[src/sys_map_defs.svh]
// Address map, register layout and sizing constants of the system bus router
`ifndef SYS_MAP_DEFS_SVH
`define SYS_MAP_DEFS_SVH

// ----------------------------------------------------------------------------
// Address windows: addr[31:26] selects one 64 MB window
// ----------------------------------------------------------------------------
`define WIN_FLASH_BOOT 6'h00
`define WIN_TCM_SRAM 6'h01
`define WIN_EXT_CS0 6'h0f
`define WIN_BUF_SRAM 6'h10
`define WIN_BUF_FLASH 6'h11
`define WIN_BUF_BRIDGE0 6'h12
`define WIN_BUF_BRIDGE1 6'h13
`define WIN_DIR_SRAM 6'h14
`define WIN_DIR_FLASH 6'h15
`define WIN_DIR_BRIDGE0 6'h16
`define WIN_DIR_BRIDGE1 6'h17
`define WIN_BUF_USB 6'h18
`define WIN_BUF_EXTMEM 6'h19
`define WIN_BUF_DMA 6'h1a
`define WIN_BUF_ENET 6'h1b
`define WIN_DIR_USB 6'h1c
`define WIN_DIR_EXTMEM 6'h1d
`define WIN_DIR_DMA 6'h1e
`define WIN_DIR_ENET 6'h1f
`define BOOT_ADDR 32'h0000_0000

// ----------------------------------------------------------------------------
// Memory sizes in bytes (26-bit window offsets) and 2-bit SRAM size codes
// ----------------------------------------------------------------------------
`define SRAM_SIZE_32K 26'h000_8000
`define SRAM_SIZE_64K 26'h001_0000
`define SRAM_SIZE_96K 26'h001_8000
`define SRAM_CODE_32K 2'h0
`define SRAM_CODE_64K 2'h1
`define SRAM_CODE_96K 2'h2
`define SRAM_CODE_MAX 2'h2
`define PRI_FLASH_SIZE 26'h008_0000
`define SEC_FLASH_SIZE 26'h000_8000

// ----------------------------------------------------------------------------
// Write FIFO
// ----------------------------------------------------------------------------
`define FIFO_DEPTH 4
`define FIFO_AW 2
`define FIFO_CW 3

// ----------------------------------------------------------------------------
// Control registers (byte offsets) and fields
// ----------------------------------------------------------------------------
`define REG_CTRL 8'h00
`define REG_PRI_BASE 8'h04
`define REG_SEC_BASE 8'h08
`define REG_STATUS 8'h0c
`define CTRL_SRAM_LO 0
`define CTRL_SRAM_HI 1
`define CTRL_BUF_EN 3
`define CTRL_PRI_EN 8
`define CTRL_SEC_EN 9
`define STAT_LEVEL_LO 0
`define STAT_LEVEL_HI 2
`define STAT_FULL 4
`define STAT_EMPTY 5
`define STAT_BOOT_SEL 8
`define STAT_BUSY 9

`endif

[src/sys_map_pkg.sv]
// Types shared by the system bus router and its write FIFO
package sys_map_pkg;

  typedef enum logic [3:0] {
    TGT_NONE, TGT_FLASH_PRI, TGT_FLASH_SEC, TGT_SRAM, TGT_EXT_CS0,
    TGT_BRIDGE0, TGT_BRIDGE1, TGT_USB, TGT_EXTMEM, TGT_DMA, TGT_ENET
  } target_e;

  typedef enum logic [1:0] {ST_IDLE, ST_FIFO, ST_DIRECT} bus_state_e;

  typedef struct packed {
    logic write;
    logic cpu;
    logic [31:0] addr;
    logic [31:0] wdata;
  } bus_req_s;

  typedef struct packed {
    target_e target;
    logic write;
    logic [25:0] offset;
    logic [31:0] wdata;
  } sb_req_s;

  typedef struct packed {
    target_e target;
    logic buffered;
    logic [25:0] offset;
  } decode_s;

endpackage

[src/write_fifo.sv]
// Write FIFO holding buffered system bus writes in issue order
`timescale 1ns/1ps
`include "sys_map_defs.svh"

module write_fifo (
  // Clock and reset
  input wire logic sys_clk,
  input wire logic srst,
  // Fill side
  input wire logic push_valid,
  input sys_map_pkg::sb_req_s push_data,
  output logic push_ready,
  // Drain side
  output logic pop_valid,
  output sys_map_pkg::sb_req_s pop_data,
  input wire logic pop_ready,
  // Fill level
  output logic [`FIFO_CW-1:0] level
);
  import sys_map_pkg::*;

  sb_req_s mem_q [`FIFO_DEPTH];
  logic [`FIFO_AW-1:0] wr_ptr_q, wr_ptr_d, rd_ptr_q, rd_ptr_d;
  logic [`FIFO_CW-1:0] count_q, count_d;
  logic do_push, do_pop;

  assign push_ready = (count_q != `FIFO_CW'(`FIFO_DEPTH));
  assign pop_valid = (count_q != '0);
  assign pop_data = mem_q[rd_ptr_q];
  assign level = count_q;

  always_comb begin
    do_push = push_valid && push_ready;
    do_pop = pop_valid && pop_ready;
    wr_ptr_d = do_push ? wr_ptr_q + 1'b1 : wr_ptr_q;
    rd_ptr_d = do_pop ? rd_ptr_q + 1'b1 : rd_ptr_q;
    count_d = count_q;
    if (do_push && !do_pop) begin
      count_d = count_q + 1'b1;
    end else if (do_pop && !do_push) begin
      count_d = count_q - 1'b1;
    end
  end

  always_ff @(posedge sys_clk) begin
    if (srst) begin
      wr_ptr_q <= '0;
      rd_ptr_q <= '0;
      count_q <= '0;
    end else begin
      wr_ptr_q <= wr_ptr_d;
      rd_ptr_q <= rd_ptr_d;
      count_q <= count_d;
    end
  end

  // Storage needs no reset: only entries written since reset are ever popped
  always_ff @(posedge sys_clk) begin
    if (do_push) begin
      mem_q[wr_ptr_q] <= push_data;
    end
  end

endmodule

[src/system_bus_map_write_buffer.sv]
// Address decoder and write path between bus masters and system bus targets
//
// Decided for this implementation: strobed register access and the register addresses.
`timescale 1ns/1ps
`include "sys_map_defs.svh"

// Behaviour
// RULE_01: Decode one flat 32-bit, 4 GB address space for the CPU.
// RULE_02: After reset, address zero hits offset zero of the flash memory interface.
// RULE_03: Buffering enable bit 3 is clear after reset; all writes go direct.
// RULE_04: Software must set bit 3 and use the buffered alias to buffer.
// RULE_05: Most targets answer at a buffered and a direct alias range.
// RULE_06: Buffered writes enter the write FIFO; the CPU continues at once.
// RULE_07: Buffered write into a full FIFO stalls the CPU until space frees.
// RULE_08: Direct writes go straight to the target and hold the CPU until done.
// RULE_09: Reads always go direct, never through the write FIFO.
// RULE_10: Peripheral address is bridge window base plus peripheral and location offsets.
// RULE_11: SRAM aliases at 0x0400_0000 tightly coupled, 0x4000_0000 buffered, 0x5000_0000 direct.
// RULE_12: SRAM size defaults to 32K; may be set to 64K or 96K.
// RULE_13: Firmware must program the SRAM size after every reset.
// RULE_14: Writes from masters other than the CPU are always direct.
// RULE_15: Two flash memories work independently; one programs while the other reads.
// RULE_16: By default the primary flash sits at boot address; secondary disabled.
// RULE_17: Alternative boot places secondary flash at boot address; primary starts disabled.
// RULE_18: Boot choice is a non-volatile bit; only the test port may change it.
// RULE_19: Firmware should place the other flash just after the boot flash.
// RULE_20: The write FIFO forwards buffered writes in issue order.
module system_bus_map_write_buffer (
  // Clock and reset
  input wire logic sys_clk,
  input wire logic srst,
  // Master request and answer
  input wire logic req_valid,
  input sys_map_pkg::bus_req_s req,
  output logic busy_q,
  output logic done_q,
  output logic err_q,
  output logic [31:0] rdata_q,
  // System bus toward the targets
  output logic sb_valid_q,
  output sys_map_pkg::sb_req_s sb_req_q,
  input wire logic sb_done,
  input wire logic [31:0] sb_rdata,
  // Flash program or erase activity, bit 0 primary, bit 1 secondary
  input wire logic [1:0] flash_prog_busy,
  // Non-volatile boot selection and its test-port programming path
  input wire logic nv_boot_sel,
  input wire logic tp_boot_wr,
  input wire logic tp_boot_val,
  output logic boot_sel_q,
  // Control register port
  input wire logic [7:0] reg_addr,
  input wire logic [31:0] reg_wdata,
  input wire logic reg_wr,
  input wire logic reg_rd,
  output logic [31:0] reg_rdata_q
);
  import sys_map_pkg::*;

  // --------------------------------------------------------------------------
  // State
  // --------------------------------------------------------------------------
  logic buf_en_q, buf_en_d;
  logic [1:0] sram_sel_q, sram_sel_d;
  logic pri_en_q, pri_en_d, sec_en_q, sec_en_d;
  logic [25:0] pri_base_q, pri_base_d, sec_base_q, sec_base_d;
  logic boot_sel_d;
  logic [31:0] reg_rdata_d;

  bus_state_e state_q, state_d;
  logic pend_valid_q, pend_valid_d, pend_buf_q, pend_buf_d;
  sb_req_s pend_q, pend_d;
  logic busy_d, done_d, err_d;
  logic [31:0] rdata_d;
  logic sb_valid_d;
  sb_req_s sb_req_d;

  decode_s dec;
  logic [25:0] sram_limit;
  logic take, want_buf;
  sb_req_s new_req;

  logic push_valid, push_ready, pop_valid, pop_ready;
  sb_req_s push_data, pop_data;
  logic [`FIFO_CW-1:0] fifo_level;

  function automatic logic target_blocked(input target_e t, input logic [1:0] prog);
    // A flash being programmed blocks only its own traffic
    target_blocked = (t == TGT_FLASH_PRI && prog[0]) || (t == TGT_FLASH_SEC && prog[1]);
  endfunction

  // --------------------------------------------------------------------------
  // Address decode
  // --------------------------------------------------------------------------
  always_comb begin
    unique case (sram_sel_q)
      `SRAM_CODE_64K: sram_limit = `SRAM_SIZE_64K;
      `SRAM_CODE_96K: sram_limit = `SRAM_SIZE_96K;
      default: sram_limit = `SRAM_SIZE_32K; // see RULE_12
    endcase
  end

  always_comb begin
    dec.offset = req.addr[25:0]; // see RULE_01
    dec.buffered = 1'b0;
    dec.target = TGT_NONE;
    // Bit 28 splits each buffered window from its direct twin
    unique case (req.addr[31:26])
      `WIN_FLASH_BOOT, `WIN_BUF_FLASH, `WIN_DIR_FLASH: begin
        // Flash base and enable registers place each flash in the window
        if (pri_en_q && dec.offset >= pri_base_q &&
            (dec.offset - pri_base_q) < `PRI_FLASH_SIZE) begin
          dec.target = TGT_FLASH_PRI; // see RULE_02
        end else if (sec_en_q && dec.offset >= sec_base_q &&
                     (dec.offset - sec_base_q) < `SEC_FLASH_SIZE) begin
          dec.target = TGT_FLASH_SEC;
        end
      end
      `WIN_TCM_SRAM, `WIN_BUF_SRAM, `WIN_DIR_SRAM: begin
        if (dec.offset < sram_limit) begin
          dec.target = TGT_SRAM; // see RULE_11
        end
      end
      `WIN_EXT_CS0: dec.target = TGT_EXT_CS0;
      `WIN_BUF_BRIDGE0, `WIN_DIR_BRIDGE0: dec.target = TGT_BRIDGE0; // see RULE_10
      `WIN_BUF_BRIDGE1, `WIN_DIR_BRIDGE1: dec.target = TGT_BRIDGE1; // see RULE_10
      `WIN_BUF_USB, `WIN_DIR_USB: dec.target = TGT_USB;
      `WIN_BUF_EXTMEM, `WIN_DIR_EXTMEM: dec.target = TGT_EXTMEM;
      `WIN_BUF_DMA, `WIN_DIR_DMA: dec.target = TGT_DMA;
      `WIN_BUF_ENET, `WIN_DIR_ENET: dec.target = TGT_ENET;
      default: dec.target = TGT_NONE;
    endcase
    unique case (req.addr[31:26])
      `WIN_BUF_SRAM, `WIN_BUF_FLASH, `WIN_BUF_BRIDGE0, `WIN_BUF_BRIDGE1,
      `WIN_BUF_USB, `WIN_BUF_EXTMEM, `WIN_BUF_DMA, `WIN_BUF_ENET: begin
        dec.buffered = 1'b1; // see RULE_05
      end
      default: dec.buffered = 1'b0;
    endcase
  end

  // --------------------------------------------------------------------------
  // Write FIFO
  // --------------------------------------------------------------------------
  write_fifo u_write_fifo (
    .sys_clk(sys_clk),
    .srst(srst),
    .push_valid(push_valid),
    .push_data(push_data),
    .push_ready(push_ready),
    .pop_valid(pop_valid),
    .pop_data(pop_data),
    .pop_ready(pop_ready),
    .level(fifo_level)
  );

  // --------------------------------------------------------------------------
  // Request path and system bus sequencer
  // --------------------------------------------------------------------------
  always_comb begin
    take = req_valid && !busy_q;
    new_req.target = dec.target;
    new_req.write = req.write;
    new_req.offset = dec.offset;
    new_req.wdata = req.wdata;
    // Only a CPU write, with buffering on, to a buffered alias is buffered
    want_buf = req.cpu && req.write && buf_en_q && dec.buffered; // see RULE_03 RULE_14
    push_valid = (take && want_buf && dec.target != TGT_NONE) ||
                 (pend_valid_q && pend_buf_q);
    push_data = pend_valid_q ? pend_q : new_req;
    pop_ready = 1'b0;

    state_d = state_q;
    pend_valid_d = pend_valid_q;
    pend_buf_d = pend_buf_q;
    pend_d = pend_q;
    busy_d = busy_q;
    done_d = 1'b0;
    err_d = 1'b0;
    rdata_d = rdata_q;
    sb_valid_d = sb_valid_q;
    sb_req_d = sb_req_q;

    if (take) begin
      if (dec.target == TGT_NONE) begin
        done_d = 1'b1;
        err_d = 1'b1;
        rdata_d = '0;
      end else if (want_buf && push_ready) begin
        done_d = 1'b1; // see RULE_06
        rdata_d = '0;
      end else begin
        // Full FIFO or direct access: hold the master
        pend_valid_d = 1'b1;
        pend_buf_d = want_buf; // see RULE_07 RULE_08 RULE_09
        pend_d = new_req;
        busy_d = 1'b1;
      end
    end

    if (pend_valid_q && pend_buf_q && push_ready) begin
      pend_valid_d = 1'b0; // see RULE_07
      busy_d = 1'b0;
      done_d = 1'b1;
      rdata_d = '0;
    end

    unique case (state_q)
      ST_IDLE: begin
        if (pop_valid && !target_blocked(pop_data.target, flash_prog_busy)) begin
          pop_ready = 1'b1; // see RULE_20
          sb_valid_d = 1'b1;
          sb_req_d = pop_data;
          state_d = ST_FIFO;
        end else if (!pop_valid && pend_valid_q && !pend_buf_q &&
                     !target_blocked(pend_q.target, flash_prog_busy)) begin
          // Direct traffic waits for earlier buffered writes to land
          sb_valid_d = 1'b1; // see RULE_08 RULE_09 RULE_15
          sb_req_d = pend_q;
          state_d = ST_DIRECT;
        end
      end
      ST_FIFO: begin
        if (sb_done) begin
          sb_valid_d = 1'b0;
          state_d = ST_IDLE;
        end
      end
      ST_DIRECT: begin
        if (sb_done) begin
          sb_valid_d = 1'b0;
          state_d = ST_IDLE;
          pend_valid_d = 1'b0;
          busy_d = 1'b0; // see RULE_08
          done_d = 1'b1;
          rdata_d = sb_req_q.write ? 32'h0000_0000 : sb_rdata;
        end
      end
    endcase
  end

  always_ff @(posedge sys_clk) begin
    if (srst) begin
      state_q <= ST_IDLE;
      pend_valid_q <= 1'b0;
      pend_buf_q <= 1'b0;
      pend_q <= '0;
      busy_q <= 1'b0;
      done_q <= 1'b0;
      err_q <= 1'b0;
      rdata_q <= '0;
      sb_valid_q <= 1'b0;
      sb_req_q <= '0;
    end else begin
      state_q <= state_d;
      pend_valid_q <= pend_valid_d;
      pend_buf_q <= pend_buf_d;
      pend_q <= pend_d;
      busy_q <= busy_d;
      done_q <= done_d;
      err_q <= err_d;
      rdata_q <= rdata_d;
      sb_valid_q <= sb_valid_d;
      sb_req_q <= sb_req_d;
    end
  end

  // --------------------------------------------------------------------------
  // Control registers and boot selection
  // --------------------------------------------------------------------------
  always_comb begin
    buf_en_d = buf_en_q;
    sram_sel_d = sram_sel_q;
    pri_en_d = pri_en_q;
    sec_en_d = sec_en_q;
    pri_base_d = pri_base_q;
    sec_base_d = sec_base_q;
    // CPU writes never reach this bit
    boot_sel_d = tp_boot_wr ? tp_boot_val : boot_sel_q; // see RULE_18
    reg_rdata_d = '0;
    if (reg_wr) begin
      unique case (reg_addr)
        `REG_CTRL: begin
          buf_en_d = reg_wdata[`CTRL_BUF_EN];
          // Codes beyond the largest SRAM of this variant are ignored
          if (reg_wdata[`CTRL_SRAM_HI:`CTRL_SRAM_LO] <= `SRAM_CODE_MAX) begin
            sram_sel_d = reg_wdata[`CTRL_SRAM_HI:`CTRL_SRAM_LO]; // see RULE_12 RULE_13
          end
          pri_en_d = reg_wdata[`CTRL_PRI_EN];
          sec_en_d = reg_wdata[`CTRL_SEC_EN];
        end
        `REG_PRI_BASE: pri_base_d = reg_wdata[25:0]; // see RULE_19
        `REG_SEC_BASE: sec_base_d = reg_wdata[25:0]; // see RULE_19
        default: ;
      endcase
    end
    if (reg_rd) begin
      unique case (reg_addr)
        `REG_CTRL: begin
          reg_rdata_d[`CTRL_SRAM_HI:`CTRL_SRAM_LO] = sram_sel_q;
          reg_rdata_d[`CTRL_BUF_EN] = buf_en_q;
          reg_rdata_d[`CTRL_PRI_EN] = pri_en_q;
          reg_rdata_d[`CTRL_SEC_EN] = sec_en_q;
        end
        `REG_PRI_BASE: reg_rdata_d[25:0] = pri_base_q;
        `REG_SEC_BASE: reg_rdata_d[25:0] = sec_base_q;
        `REG_STATUS: begin
          reg_rdata_d[`STAT_LEVEL_HI:`STAT_LEVEL_LO] = fifo_level;
          reg_rdata_d[`STAT_FULL] = !push_ready;
          reg_rdata_d[`STAT_EMPTY] = !pop_valid;
          reg_rdata_d[`STAT_BOOT_SEL] = boot_sel_q;
          reg_rdata_d[`STAT_BUSY] = busy_q;
        end
        default: reg_rdata_d = '0;
      endcase
    end
  end

  always_ff @(posedge sys_clk) begin
    if (srst) begin
      buf_en_q <= 1'b0; // see RULE_03
      sram_sel_q <= `SRAM_CODE_32K; // see RULE_12
      // Boot flash sits at offset zero, the other one starts disabled
      pri_en_q <= !nv_boot_sel; // see RULE_16 RULE_17
      sec_en_q <= nv_boot_sel; // see RULE_16 RULE_17
      pri_base_q <= 26'(`BOOT_ADDR); // see RULE_02
      sec_base_q <= 26'h0;
      boot_sel_q <= nv_boot_sel; // see RULE_18
      reg_rdata_q <= '0;
    end else begin
      buf_en_q <= buf_en_d;
      sram_sel_q <= sram_sel_d;
      pri_en_q <= pri_en_d;
      sec_en_q <= sec_en_d;
      pri_base_q <= pri_base_d;
      sec_base_q <= sec_base_d;
      boot_sel_q <= boot_sel_d;
      reg_rdata_q <= reg_rdata_d;
    end
  end

endmodule

[config.mk]
export PLATFORM = sky130hd
export DESIGN_NAME = system_bus_map_write_buffer
export DESIGN_NICKNAME = d
export VERILOG_FILES = /design/src/sys_map_pkg.sv /design/src/write_fifo.sv /design/src/system_bus_map_write_buffer.sv
export VERILOG_INCLUDE_DIRS = /design/src
export SDC_FILE = /design/constraint.sdc
export NUM_CORES = 1
export LEC_CHECK = 0
export ABC_AREA = 1
export BUFFER_PORTS_ARGS = -buffer_cell sky130_fd_sc_hd__buf_4
export CELL_PAD_IN_SITES_DETAIL_PLACEMENT = 1
export CELL_PAD_IN_SITES_GLOBAL_PLACEMENT = 2
export CORE_ASPECT_RATIO = 0.7
export CORE_MARGIN = 4
export CORE_UTILIZATION = 38
export DETAILED_ROUTE_END_ITERATION = 10
export PLACE_DENSITY_LB_ADDON = 0.1
export SLEW_MARGIN = 20
export SYNTH_ARGS = -nofsm -noshare
export SYNTH_HDL_FRONTEND = slang
export SYNTH_HIERARCHICAL = 1
export SYNTH_SLANG_ARGS = --single-unit
[constraint.sdc]
create_clock -name sys_clk -period 10.3 [get_ports sys_clk]
set_input_delay 0.515 -clock sys_clk [delete_from_list [all_inputs] [get_ports sys_clk]]
set_output_delay 0.515 -clock sys_clk [all_outputs]
set_load 0.05 [all_outputs]
==> results of run 1 <==
==> state kept, by name, summed over array words and instances, names as in the netlist, 3 cells and up, named ones only <==
signal,cells
sec_base_q,26
u_write_fifo/level,3
pend_q,63
u_write_fifo/mem_q,252
reg_rdata_q,26
sb_req_q,63
pri_base_q,26
rdata_q,32
==> layout by cell type, fill, tap and decap left out, drive strengths merged, types with 71 or more instances in the layout <==
cell,n
dfxtp,256
clkbuf,71
a21oi,130
nand3,91
edfxtp,255
buf,288
inv,385
nand2,747
o21ai,294
nor2,420
==> per-layer routing <==
layer,part of all wire (%),up-vias,track usage (%)
met5,0,-,0
met4,1.5,0,4.62
met3,5.8,85,4.44
met2,44,427,38.1
met1,49,10300,34.8
li1,-,10300,-
==> final cells by class <==
class | count | share of cell area, %
well taps | 829 | 3.59
inverters | 386 | 5.07
repair buffers | 288 | 7.50
flip-flops and latches | 511 | 44.2
clock buffers | 71 | 4.99
clock inverters | 26 | 1.18
multi-input cells | 1984 | 33.5
==> worst paths after layout <==
| path | start | endpoint | slack [ns] | depth (start not counted) |
|---|---|---|---|---|
| worst max-delay path | pri_base_q[19] | u_write_fifo/mem_q[0][8] | 5.26 | 19 |
| worst min-delay path | req[13] | pend_q[13] | 0.13 | 3 |
| worst max register to register | pri_base_q[19] | u_write_fifo/mem_q[0][8] | 5.26 | 19 |
| worst min register to register | pend_q[12] | sb_req_q[12] | 0.47 | 2 |
==> power by group through the flow <==
stage	Sequential (W)	Clock [W]	Combinational, W
CTS	0.00227	0.00204	0.000730
floorplan	0.00245	0	0.000314
global placement	0.00231	0	0.000711
detailed placement	0.00231	0	0.000725
global route	0.00228	0.00212	0.000799
finish	0.00227	0.00198	0.000724
==> synthesized netlist by cell type, types with 11 or more instances <==
cell	n	area [sq um]
sky130_fd_sc_hd__nand2_1	746	2800
sky130_fd_sc_hd__nor2_1	387	1450
sky130_fd_sc_hd__inv_1	373	1400
sky130_fd_sc_hd__o21ai_0	278	1390
sky130_fd_sc_hd__dfxtp_1	256	5120
sky130_fd_sc_hd__edfxtp_1	255	7660
sky130_fd_sc_hd__a21oi_1	130	651
sky130_fd_sc_hd__nand3_1	88	440
sky130_fd_sc_hd__clkbuf_1	87	327
sky130_fd_sc_hd__a31oi_1	65	407
sky130_fd_sc_hd__ha_1	61	763
sky130_fd_sc_hd__o22ai_1	36	225
sky130_fd_sc_hd__nor2_2	33	206
sky130_fd_sc_hd__o22ai_2	30	375
sky130_fd_sc_hd__buf_2	29	145
sky130_fd_sc_hd__a211oi_1	28	210
sky130_fd_sc_hd__nand4_1	23	144
sky130_fd_sc_hd__o21ai_1	16	80.1
sky130_fd_sc_hd__buf_6	11	124
==> worst max-delay path, stage by stage, from the launching register on <==
cell and delay (ns):
sky130_fd_sc_hd__dfxtp_1 0.35, sky130_fd_sc_hd__inv_1 0.09, sky130_fd_sc_hd__ha_1 0.42, sky130_fd_sc_hd__nand2_1 0.14, sky130_fd_sc_hd__nor2_1 0.33, sky130_fd_sc_hd__nand2_1 0.18
sky130_fd_sc_hd__nor2_1 0.13, sky130_fd_sc_hd__nand3_1 0.19, sky130_fd_sc_hd__nand3b_1 0.15, sky130_fd_sc_hd__nand2_1 0.06, sky130_fd_sc_hd__nand2_1 0.09, sky130_fd_sc_hd__nand2_1 0.06
sky130_fd_sc_hd__nor2_1 0.09, sky130_fd_sc_hd__nand4_1 0.14, sky130_fd_sc_hd__nand2_1 0.18, sky130_fd_sc_hd__nor2_2 0.07, sky130_fd_sc_hd__o31ai_1 0.50, sky130_fd_sc_hd__nand2_1 0.41
sky130_fd_sc_hd__nor2_4 0.16, sky130_fd_sc_hd__buf_4 0.83
==> through the flow <==
step                setup WS [ns]  area (sq um)  util [%]
finish                       5.26         28900      45.5
global route                 4.98         28900      45.5
CTS                          5.28         28900      45.5
detailed placement           5.00         27100      42.7
global placement             5.04         27100      42.6
floorplan                    4.75         24600         -
==> kinds of logic (layout without fill, tap and decap cells) <==
logic type,Yosys count,in the layout,share of synthesized area [%]
flip-flops,511,511,52.1
XOR/XNOR,1,1,0.0357
AND/OR/NAND/NOR,1313,1313,21.6
AO/OA/AOI/OAI,602,602,14.2
other,1,6,0.0153
buffers and inverters,536,771,8.92
adder cells (fa/ha/maj),62,62,3.19
==> impl_metrics.csv, run 1 <==
group,metric,value,unit
critical_path,crit_path_start_kind,"register",
cells_and_area,design.final.nets,3434,
power,power.switching,0.00140,W
synth,netlist_cell_types,52,
drt,remaining_drc_errors,0,
cells_and_area,final_cells,4095,
die,die_x_extent,312,um
cts,clock_tree.root_cell,"sky130_fd_sc_hd__clkbuf_16",
synth,synth.avg_cell_area,8.11,sq um
synth,yosysWarningCount,6,
cts,cts-root-to-sink-buffers,3,
drt,route.detailed.vias_per_inst,5.16,
timing,timing.fmax,0.198,GHz
power,p_int,0.00357,W
grt,initial_antenna_violation_count,3,
cells_and_area,syn_to_final_growth,17.8,%
power,pwr-share-comb,14.5,%
grt,via_count_of_the_first_global_routing_pass,21800,
power,post-layout-total-power,0.00497,W
cts,cts_max_level,2,
timing,finalMaxSlewViolations,0,
die,fp.coreArea,63600,sq um
drt,drt_iter0_drc,1369,
die,die_area,68800,sq um
synth,asyncSetResetFlopFracSynth,0,%
place,gp_congestion,0.914,
drt,routed-via-count,21100,
outcome,run_status,"finished, final reports clean",
grt,first_pass_grt_wire_length,128,mm
cts,postCtsSetupBuffers,0,
synth,mappedNetlistArea,24600,sq um
run,drv.max_cap_violation_count,0,
power,vdd_drop_max,112,uV
power,power.density,172,nW/um^2
grt,grt_start_max_net_pins,127,
timing,whs,0.128,ns
synth,synthCells,3026,
power,clockPowerShare,39.8,%
timing,unrepaired_setup_endpoints_after_global_routing,"no",
cells_and_area,antennaDiodeCount,0,
cells_and_area,area_used_by_multi_input_combinational_logic,9680,sq um
place,dp_hpwl,57.2,mm
cts,cts_tree,"built",
cts,clock_latency,0.63,ns
die,die-height,221,um
timing,finalSetupViolations,0,
synth,ys_seq_area_share,52.1,%
die,top_level_ports,281,
place,buffer_ports.inserted,268,
cells_and_area,drive_gt1_share,14.4,%
critical_path,worst-path-max-fanout,63,
drt,wire_per_inst,20.6,um
grt,grt_util_all_layers,24.1,%
drt,drt-total-wl,84.3,mm
cts,clkTransAtPathRegs,0.06,ns
timing,slew_headroom,24.8,%
cells_and_area,final-seq-area,12800,sq um
die,initial_core_util,38.6,%
critical_path,critical_path_required,10.52,ns
grt,grt_remaining_overflow,0,
synth,number_of_flops_mapped_to_enable_cells_by_yosys,255,
power,sequential_share_of_power,45.6,%
critical_path,criticalPathCategory,"register to register",
cts,clock_sink_count,511,
timing,min_period,5.04,ns
power,switching_share,28.1,%
drt,firstDrtPassIters,5,
place,dpl.cell_count,3998,
cts,cts_hold_repair.buffers,0,
power,static-leakage-power,12.1,nW
timing,hold_violations,0,
timing,final_cycle_share,48.9,%
timing,timing.clock.skew,0.0359,ns
timing,tns,0,ns
critical_path,worst-endpoint-arrival,5.26,ns
synth,synth_ff_type,"sky130_fd_sc_hd__dfxtp_1",
cts,cts-buffers-inserted,52,
timing,max_slew.worst_pin.slew,1.13,ns
cts,post_cts_resize_count,0,
drt,route.antenna.remaining_nets,0,
min_path,holdCritPathClass,"primary input to register",
cells_and_area,fill_cells,7606,
critical_path,worst_setup_ep_type,"register",
die,row_count,77,
synth,ys_seq_elements,511,
No activity file was read; power rests on OpenSTA's default activity.
==> inputs of run 2 (changes only) <==
--- a/config.mk
+++ b/config.mk
@@ -6,13 +6,13 @@
 export SDC_FILE = /design/constraint.sdc
 export NUM_CORES = 1
 export LEC_CHECK = 0
-export ABC_AREA = 1
+export ABC_AREA = 0
 export BUFFER_PORTS_ARGS = -buffer_cell sky130_fd_sc_hd__buf_4
 export CELL_PAD_IN_SITES_DETAIL_PLACEMENT = 1
 export CELL_PAD_IN_SITES_GLOBAL_PLACEMENT = 2
 export CORE_ASPECT_RATIO = 0.7
 export CORE_MARGIN = 4
-export CORE_UTILIZATION = 38
+export CORE_UTILIZATION = 35
 export DETAILED_ROUTE_END_ITERATION = 10
 export PLACE_DENSITY_LB_ADDON = 0.1
 export SLEW_MARGIN = 20
==> constraint.sdc (replaced) <==
create_clock -name sys_clk -period 4.6 [get_ports sys_clk]
set_input_delay 0.23 -clock sys_clk [delete_from_list [all_inputs] [get_ports sys_clk]]
set_output_delay 0.23 -clock sys_clk [all_outputs]
set_load 0.05 [all_outputs]
==> impl_metrics.csv, run 2 <==
group,metric,value,unit
outcome,run_status,"finished, final reports clean",
synth,yosys.cell_count.top_type,"sky130_fd_sc_hd__dfxtp_1",
timing,min_period,4.57,ns
synth,number_of_flops_mapped_to_enable_cells_by_yosys,255,
timing,timing.fmax,0.219,GHz
synth,synth.avg_cell_area,11.7,sq um
drt,wire_per_inst,22.0,um
drt,routed-via-count,17300,
min_path,hold_start,"srst",
grt,grt_remaining_overflow,0,
grt,via_count_of_the_first_global_routing_pass,18200,
drt,route.detailed.vias_per_inst,5.15,
cells_and_area,largest_reg_flops,252,
synth,dominant_cells_by_area_after_synthesis,"sky130_fd_sc_hd__edfxtp_1, sky130_fd_sc_hd__dfxtp_1, sky130_fd_sc_hd__mux4_2",
place,gp_congestion,0.843,
power,post-layout-total-power,0.0110,W
die,die_x_extent,317,um
timing,whs,0.0492,ns
synth,synth_ff_type,"sky130_fd_sc_hd__dfxtp_1",
timing,slew_headroom,29.6,%
cts,clock_sink_count,511,
critical_path,critical_path.reg2reg.endpoint,"u_write_fifo/level[2]",
synth,synth_top_area_share,32.7,%
synth,ys_seq_area_share,54.6,%
min_path,holdCritPathClass,"primary input to register",
synth,synthCells,1996,
grt,first_pass_grt_wire_length,112,mm
place,buffer_ports.inserted,268,
die,row_count,79,
die,fp.coreArea,66300,sq um
run,drv.max_cap_violation_count,0,
timing,timing.clock.skew,0.0237,ns
min_path,hold_path_end,"sec_base_q[25]",
critical_path,criticalPathCategory,"register to register",
synth,synthTopCellsByCount,"sky130_fd_sc_hd__dfxtp_1, sky130_fd_sc_hd__edfxtp_1, sky130_fd_sc_hd__nand2_1",
critical_path,crit_path_frequent_cell,"sky130_fd_sc_hd__o21ai_2",
critical_path,worst-path-max-fanout,3,
grt,initial_antenna_violation_count,6,
critical_path,reg2regPathDepth,19,
min_path,timing.hold.worst_path_depth,2,
grt,grt_util_all_layers,20.4,%
grt,grt_start_max_net_pins,214,
power,power.density,367,nW/um^2
critical_path,r2r_start,"sec_base_q[15]",
synth,synth.largest_area_cell,"sky130_fd_sc_hd__edfxtp_1",
critical_path,worst-endpoint-arrival,5.11,ns
critical_path,worst_setup_ep_type,"register",
timing,finalSetupViolations,0,
cts,cts-root-to-sink-buffers,3,
critical_path,timing.critical_path.slowest_cell_delay,0.55,ns
cells_and_area,syn_to_final_growth,28.3,%
drt,firstDrtPassIters,6,
synth,asyncSetResetFlopFracSynth,0,%
die,top_level_ports,281,
drt,route.antenna.remaining_nets,0,
critical_path,highest_delay_cell_along_the_critical_path,"sky130_fd_sc_hd__or4b_4",
timing,max_slew.worst_pin.slew,1.06,ns
place,dp_hpwl,49.5,mm
critical_path,rrSetupSlack,0.03,ns
cells_and_area,final_cell_mix,"sky130_fd_sc_hd__buf_4, sky130_fd_sc_hd__edfxtp_1, sky130_fd_sc_hd__dfxtp_1, sky130_fd_sc_hd__nand2_1, sky130_fd_sc_hd__mux2i_1",
die,initial_core_util,35.3,%
synth,netlist_cell_types,71,
critical_path,critical_path_required,5.13,ns
die,die-height,224,um
cells_and_area,layout_top_registers,"u_write_fifo/mem_q (252), pend_q (63), sb_req_q (63)",
critical_path,worstPathBufferInverterCount,2,
drt,drt-total-wl,73.8,mm
cts,cts_tree,"built",
timing,final_cycle_share,99.4,%
power,static-leakage-power,10.9,nW
timing,hold_violations,0,
critical_path,crit_path_start_kind,"register",
synth,yosysWarningCount,6,
cells_and_area,design.final.nets,2625,
synth,mappedNetlistArea,23400,sq um
critical_path,timing.critical_path.cells,"inv_1 -> ha_1 -> a2111oi_0 -> o21ai_1 -> o21ai_2 -> o211ai_1 -> a211o_1 -> a2111oi_4 -> or4b_4 -> nor3_4 -> nor2_4 -> o21ai_2 -> a21boi_4 -> ha_2 -> inv_2 -> fa_2 -> xor2_1 -> or3_1 -> a21oi_2",
cts,clock_latency,0.62,ns
timing,unrepaired_setup_endpoints_after_global_routing,"yes",
synth,ys_seq_elements,511,
cts,clock_tree.root_cell,"sky130_fd_sc_hd__clkbuf_16",
cells_and_area,drive_gt1_share,25.9,%
critical_path,cpLargestDelayFamily,"compound AO/OA/AOI/OAI gates",
die,die_area,71100,sq um
cts,cts-buffers-inserted,55,
cts,clkTransAtPathRegs,0.07,ns
timing,finalMaxSlewViolations,0,
power,vdd_drop_max,247,uV
cts,cts_max_level,2,
timing,tns,0,ns
cells_and_area,mostFrequentLayoutCell,"sky130_fd_sc_hd__buf_4",
cells_and_area,top_register,"u_write_fifo/mem_q",
drt,drt_iter0_drc,1142,
drt,remaining_drc_errors,0,
run 2: how the worst max path moves through the flow:
stage,startpoint,endpoint,slack (ns),cells past startpoint
2_1_floorplan,sec_base_q[13],u_write_fifo/mem_q[0][0],-0.02,15
3_3_place_gp,req[38],u_write_fifo/level[2],-0.14,19
3_5_place_dp,sec_base_q[11],u_write_fifo/level[2],-0.25,19
4_1_cts,sec_base_q[11],u_write_fifo/level[2],-0.05,21
5_1_grt,sec_base_q[14],u_write_fifo/level[2],-0.17,21
6_report,sec_base_q[15],u_write_fifo/level[2],0.03,19
run 2: per-stage QoR:
step,worst slack (ns),instances,instance area [sq um],util [%]
finish,0.0277,3352,30000,45.3
CTS,-0.0499,3348,29900,45.1
global route,-0.174,3352,30000,45.3
detailed placement,-0.245,3128,26900,40.5
floorplan,-0.0249,2001,23500,-
global placement,-0.145,3128,26900,40.5
run 2: per-layer routing:
metal	up-vias	share of wire, %	global-route usage [%]
met5	-	0.072	0
met4	8	1.7	3.98
met3	92	4.1	3.33
met2	293	45	31.7
met1	8709	49	30.2
li1	8165	-	-
run 2: cell type report:
| cell class | count | area, sq um |
|---|---|---|
| antenna | 2 | 5.00 |
| clock buffer | 83 | 1580 |
| clock inverter | 19 | 241 |
| fill | 6984 | 36300 |
| inverter | 73 | 274 |
| multi-input combinational | 1286 | 9890 |
| sequential | 511 | 12800 |
| tap | 891 | 1110 |
| timing repair buffer | 487 | 4110 |
run 2: kinds of logic (layout without fill, tap and decap cells):
kind of cell / after synthesis / after routing / synth area share [%]
and+or+nand+nor: 564 / 564 / 11.5
DFF: 511 / 511 / 54.6
AOI/OAI and AO/OA: 384 / 384 / 10.8
muxes: 262 / 262 / 15.1
buffers and inverters: 204 / 662 / 4.36
adders and majority gates: 62 / 62 / 3.35
xor gates and xnor gates: 8 / 8 / 0.299
other: 1 / 8 / 0.0160
run 2: worst register-to-register path, cell delays in order, from the launching register on:
cell and delay, ns:
sky130_fd_sc_hd__dfxtp_1 0.33, sky130_fd_sc_hd__inv_1 0.07, sky130_fd_sc_hd__ha_1 0.20, sky130_fd_sc_hd__a2111oi_0 0.38, sky130_fd_sc_hd__o21ai_1 0.16, sky130_fd_sc_hd__o21ai_2 0.13, sky130_fd_sc_hd__o211ai_1 0.22, sky130_fd_sc_hd__a211o_1 0.31
sky130_fd_sc_hd__a2111oi_4 0.35, sky130_fd_sc_hd__or4b_4 0.55, sky130_fd_sc_hd__nor3_4 0.25, sky130_fd_sc_hd__nor2_4 0.05, sky130_fd_sc_hd__o21ai_2 0.11, sky130_fd_sc_hd__a21boi_4 0.19, sky130_fd_sc_hd__ha_2 0.20, sky130_fd_sc_hd__inv_2 0.04
sky130_fd_sc_hd__fa_2 0.33, sky130_fd_sc_hd__xor2_1 0.17, sky130_fd_sc_hd__or3_1 0.32, sky130_fd_sc_hd__a21oi_2 0.12
run 2: power by group:
| group | switching [W] | leakage (nW) | internal, W |
|---|---|---|---|
| combinational | 0.000906 | 5.66 | 0.000563 |
| clock | 0.00191 | 0.888 | 0.00261 |
| sequential | 0.0000987 | 4.38 | 0.00492 |
run 2: repair_timing:
item,in CTS,in global routing
pin swaps,8,14
hold buffers,113,0
setup endpoints to repair,2,254
gates resized for setup,15,21
endpoints found under the hold margin,273,0
buffers inserted,5,2
==> inputs of run 3 (changes only) <==
--- a/config.mk
+++ b/config.mk
@@ -6,13 +6,13 @@
 export SDC_FILE = /design/constraint.sdc
 export NUM_CORES = 1
 export LEC_CHECK = 0
-export ABC_AREA = 0
+export ABC_AREA = 1
 export BUFFER_PORTS_ARGS = -buffer_cell sky130_fd_sc_hd__buf_4
 export CELL_PAD_IN_SITES_DETAIL_PLACEMENT = 1
 export CELL_PAD_IN_SITES_GLOBAL_PLACEMENT = 2
 export CORE_ASPECT_RATIO = 0.7
 export CORE_MARGIN = 4
-export CORE_UTILIZATION = 35
+export CORE_UTILIZATION = 32
 export DETAILED_ROUTE_END_ITERATION = 10
 export PLACE_DENSITY_LB_ADDON = 0.1
 export SLEW_MARGIN = 20
==> impl_metrics.csv, run 3 (same netlist as run 1, synthesis figures left out) <==
group,metric,value,unit
cells_and_area,final_cell_mix,"sky130_fd_sc_hd__nand2_1, sky130_fd_sc_hd__nor2_1, sky130_fd_sc_hd__inv_1, sky130_fd_sc_hd__buf_4, sky130_fd_sc_hd__o21ai_0",
timing,min_period,4.28,ns
die,initial_core_util,32.5,%
grt,grt-busiest-layer,"met2",
grt,first_pass_grt_wire_length,137,mm
place,gp_congestion,0.867,
cells_and_area,drive_gt1_share,15.3,%
outcome,run_status,"finished, final reports clean",
place,buffer_ports.inserted,268,
drt,firstDrtPassIters,5,
drt,routed-via-count,21800,
power,static-leakage-power,12.9,nW
grt,groute.layer.met2.usage,34.1,%
timing,final_cycle_share,93.1,%
power,power.density,369,nW/um^2
cells_and_area,top_register,"u_write_fifo/mem_q",
grt,grt_remaining_overflow,0,
cells_and_area,final_core_utilization,40.9,%
die,row_count,84,
place,dp_hpwl,61.9,mm
place,detailedPlace.worstSlack,0.352,ns
timing,tns,0,ns
timing,timing.clock.skew,0.0245,ns
place,post_dp_cell_area,27800,sq um
critical_path,worst-path-max-fanout,5,
drt,route.antenna.remaining_nets,0,
timing,finalSetupViolations,0,
grt,grt_util_all_layers,21.7,%
cts,clock_tree.root_cell,"sky130_fd_sc_hd__clkbuf_16",
cts,cts-root-to-sink-buffers,3,
die,die-height,240,um
cts,cts-buffers-inserted,55,
run,drv.max_cap_violation_count,0,
cells_and_area,syn_to_final_growth,25.9,%
place,dpl.cell_count,4194,
cts,cts_max_level,2,
critical_path,worst_setup_ep_type,"register",
cts,clock_latency,0.64,ns
timing,worst_slack,0.316,ns
timing,finalMaxSlewViolations,0,
grt,via_count_of_the_first_global_routing_pass,22700,
cts,cts_tree,"built",
cells_and_area,design.final.nets,3595,
cells_and_area,mostFrequentLayoutCell,"sky130_fd_sc_hd__nand2_1",
critical_path,criticalPathCategory,"register to register",
critical_path,crit_path_start_kind,"register",
drt,remaining_drc_errors,0,
timing,slew_headroom,26.9,%
cts,clkTransAtPathRegs,0.06,ns
die,die_area,81300,sq um
grt,global_route.usage.met3,3.94,%
grt,initial_antenna_violation_count,5,
grt,grt_start_max_net_pins,89,
cells_and_area,layout_top_registers,"u_write_fifo/mem_q (252), pend_q (63), sb_req_q (63)",
cells_and_area,final_cells,4420,
timing,max_slew.worst_pin.slew,1.10,ns
die,fp.coreArea,75600,sq um
critical_path,timing.critical_path.slowest_cell_delay,0.43,ns
cells_and_area,largest_reg_flops,252,
critical_path,critical_path_required,5.13,ns
drt,drt-total-wl,89.7,mm
die,top_level_ports,281,
timing,hold_violations,0,
grt,global_route.usage.met1,31.4,%
critical_path,highest_delay_cell_along_the_critical_path,"sky130_fd_sc_hd__ha_1",
die,die_x_extent,339,um
min_path,holdCritPathClass,"primary input to register",
critical_path,worst-endpoint-arrival,4.81,ns
drt,drt_iter0_drc,1091,
drt,wire_per_inst,20.3,um
cts,clock_sink_count,511,
cells_and_area,antennaDiodeCount,0,
timing,unrepaired_setup_endpoints_after_global_routing,"no",
cells_and_area,stdcell_area,30900,sq um
drt,route.detailed.vias_per_inst,4.92,
timing,timing.fmax,0.233,GHz
power,vdd_drop_max,268,uV
[run 3: changes by cell type in the layout (fill, tap and decap cells not counted), sizes merged, moves of 50 or more]
cell    change
nand2     +549
inv       +311
nor2      +288
o21ai     +223
mux2i     -135
nand2b    -134
nand3      +73
mux4       -66
o22ai      +65
mux2       -61
a31oi      +56
buf        -50
[run 3: worst max-delay path: cells and delay by family, from the launching register on]
kind,cells,cell delay (ns)
simple gates,17,1.73
fa+ha+maj,3,0.98
buf+inv,8,0.86
flops,1,0.35
compound gates,1,0.24
[run 3: what timing repair did]
action | 4_1_cts | 5_1_grt
hold endpoints to repair | 189 | 0
gates resized for setup | 0 | 8
endpoints found under the setup margin | 0 | 2
setup buffers | 0 | 0
hold buffers | 122 | 0
[run 3: where the power goes]
group	internal [W]	switching, W	total (W)
logic	0.000552	0.00119	0.00174
clock network	0.00261	0.00198	0.00459
registers	0.00497	0.000101	0.00508
[run 3: final timing paths]
check / from / endpoint / slack (ns) / cells after the start
max: sec_base_q[21] / u_write_fifo/level[2] / 0.32 / 29
min: req[50] / pend_q[50] / 0.09 / 4
max reg2reg: sec_base_q[21] / u_write_fifo/level[2] / 0.32 / 29
min reg2reg: sb_valid_q / sb_valid_q / 0.47 / 2
[run 3: area by class of cell]
type	instances	area, sq um
well taps	989	1240
clock inverters	35	319
clock buffers	69	1540
inverters	386	1470
multi-input cells	1984	9700
fillers	8896	44700
repair buffers	446	3870
flip-flops and latches	511	12800
[run 3: metrics by stage]
stage	hold slack, ns	total power (W)
CTS	0.0316	0.0116
finish	0.0929	0.0114
global placement	0.450	0.00680
floorplan	0.299	0.00620
global route	0.0593	0.0119
detailed placement	0.466	0.00684
[run 3: layer usage]
layer / part of all wire (%) / vias to the layer above
met2: 43 / 461
met4: 1.9 / 2
met3: 5.6 / 99
li1: - / 10600
met1: 49 / 10600
met5: 0.014 / -
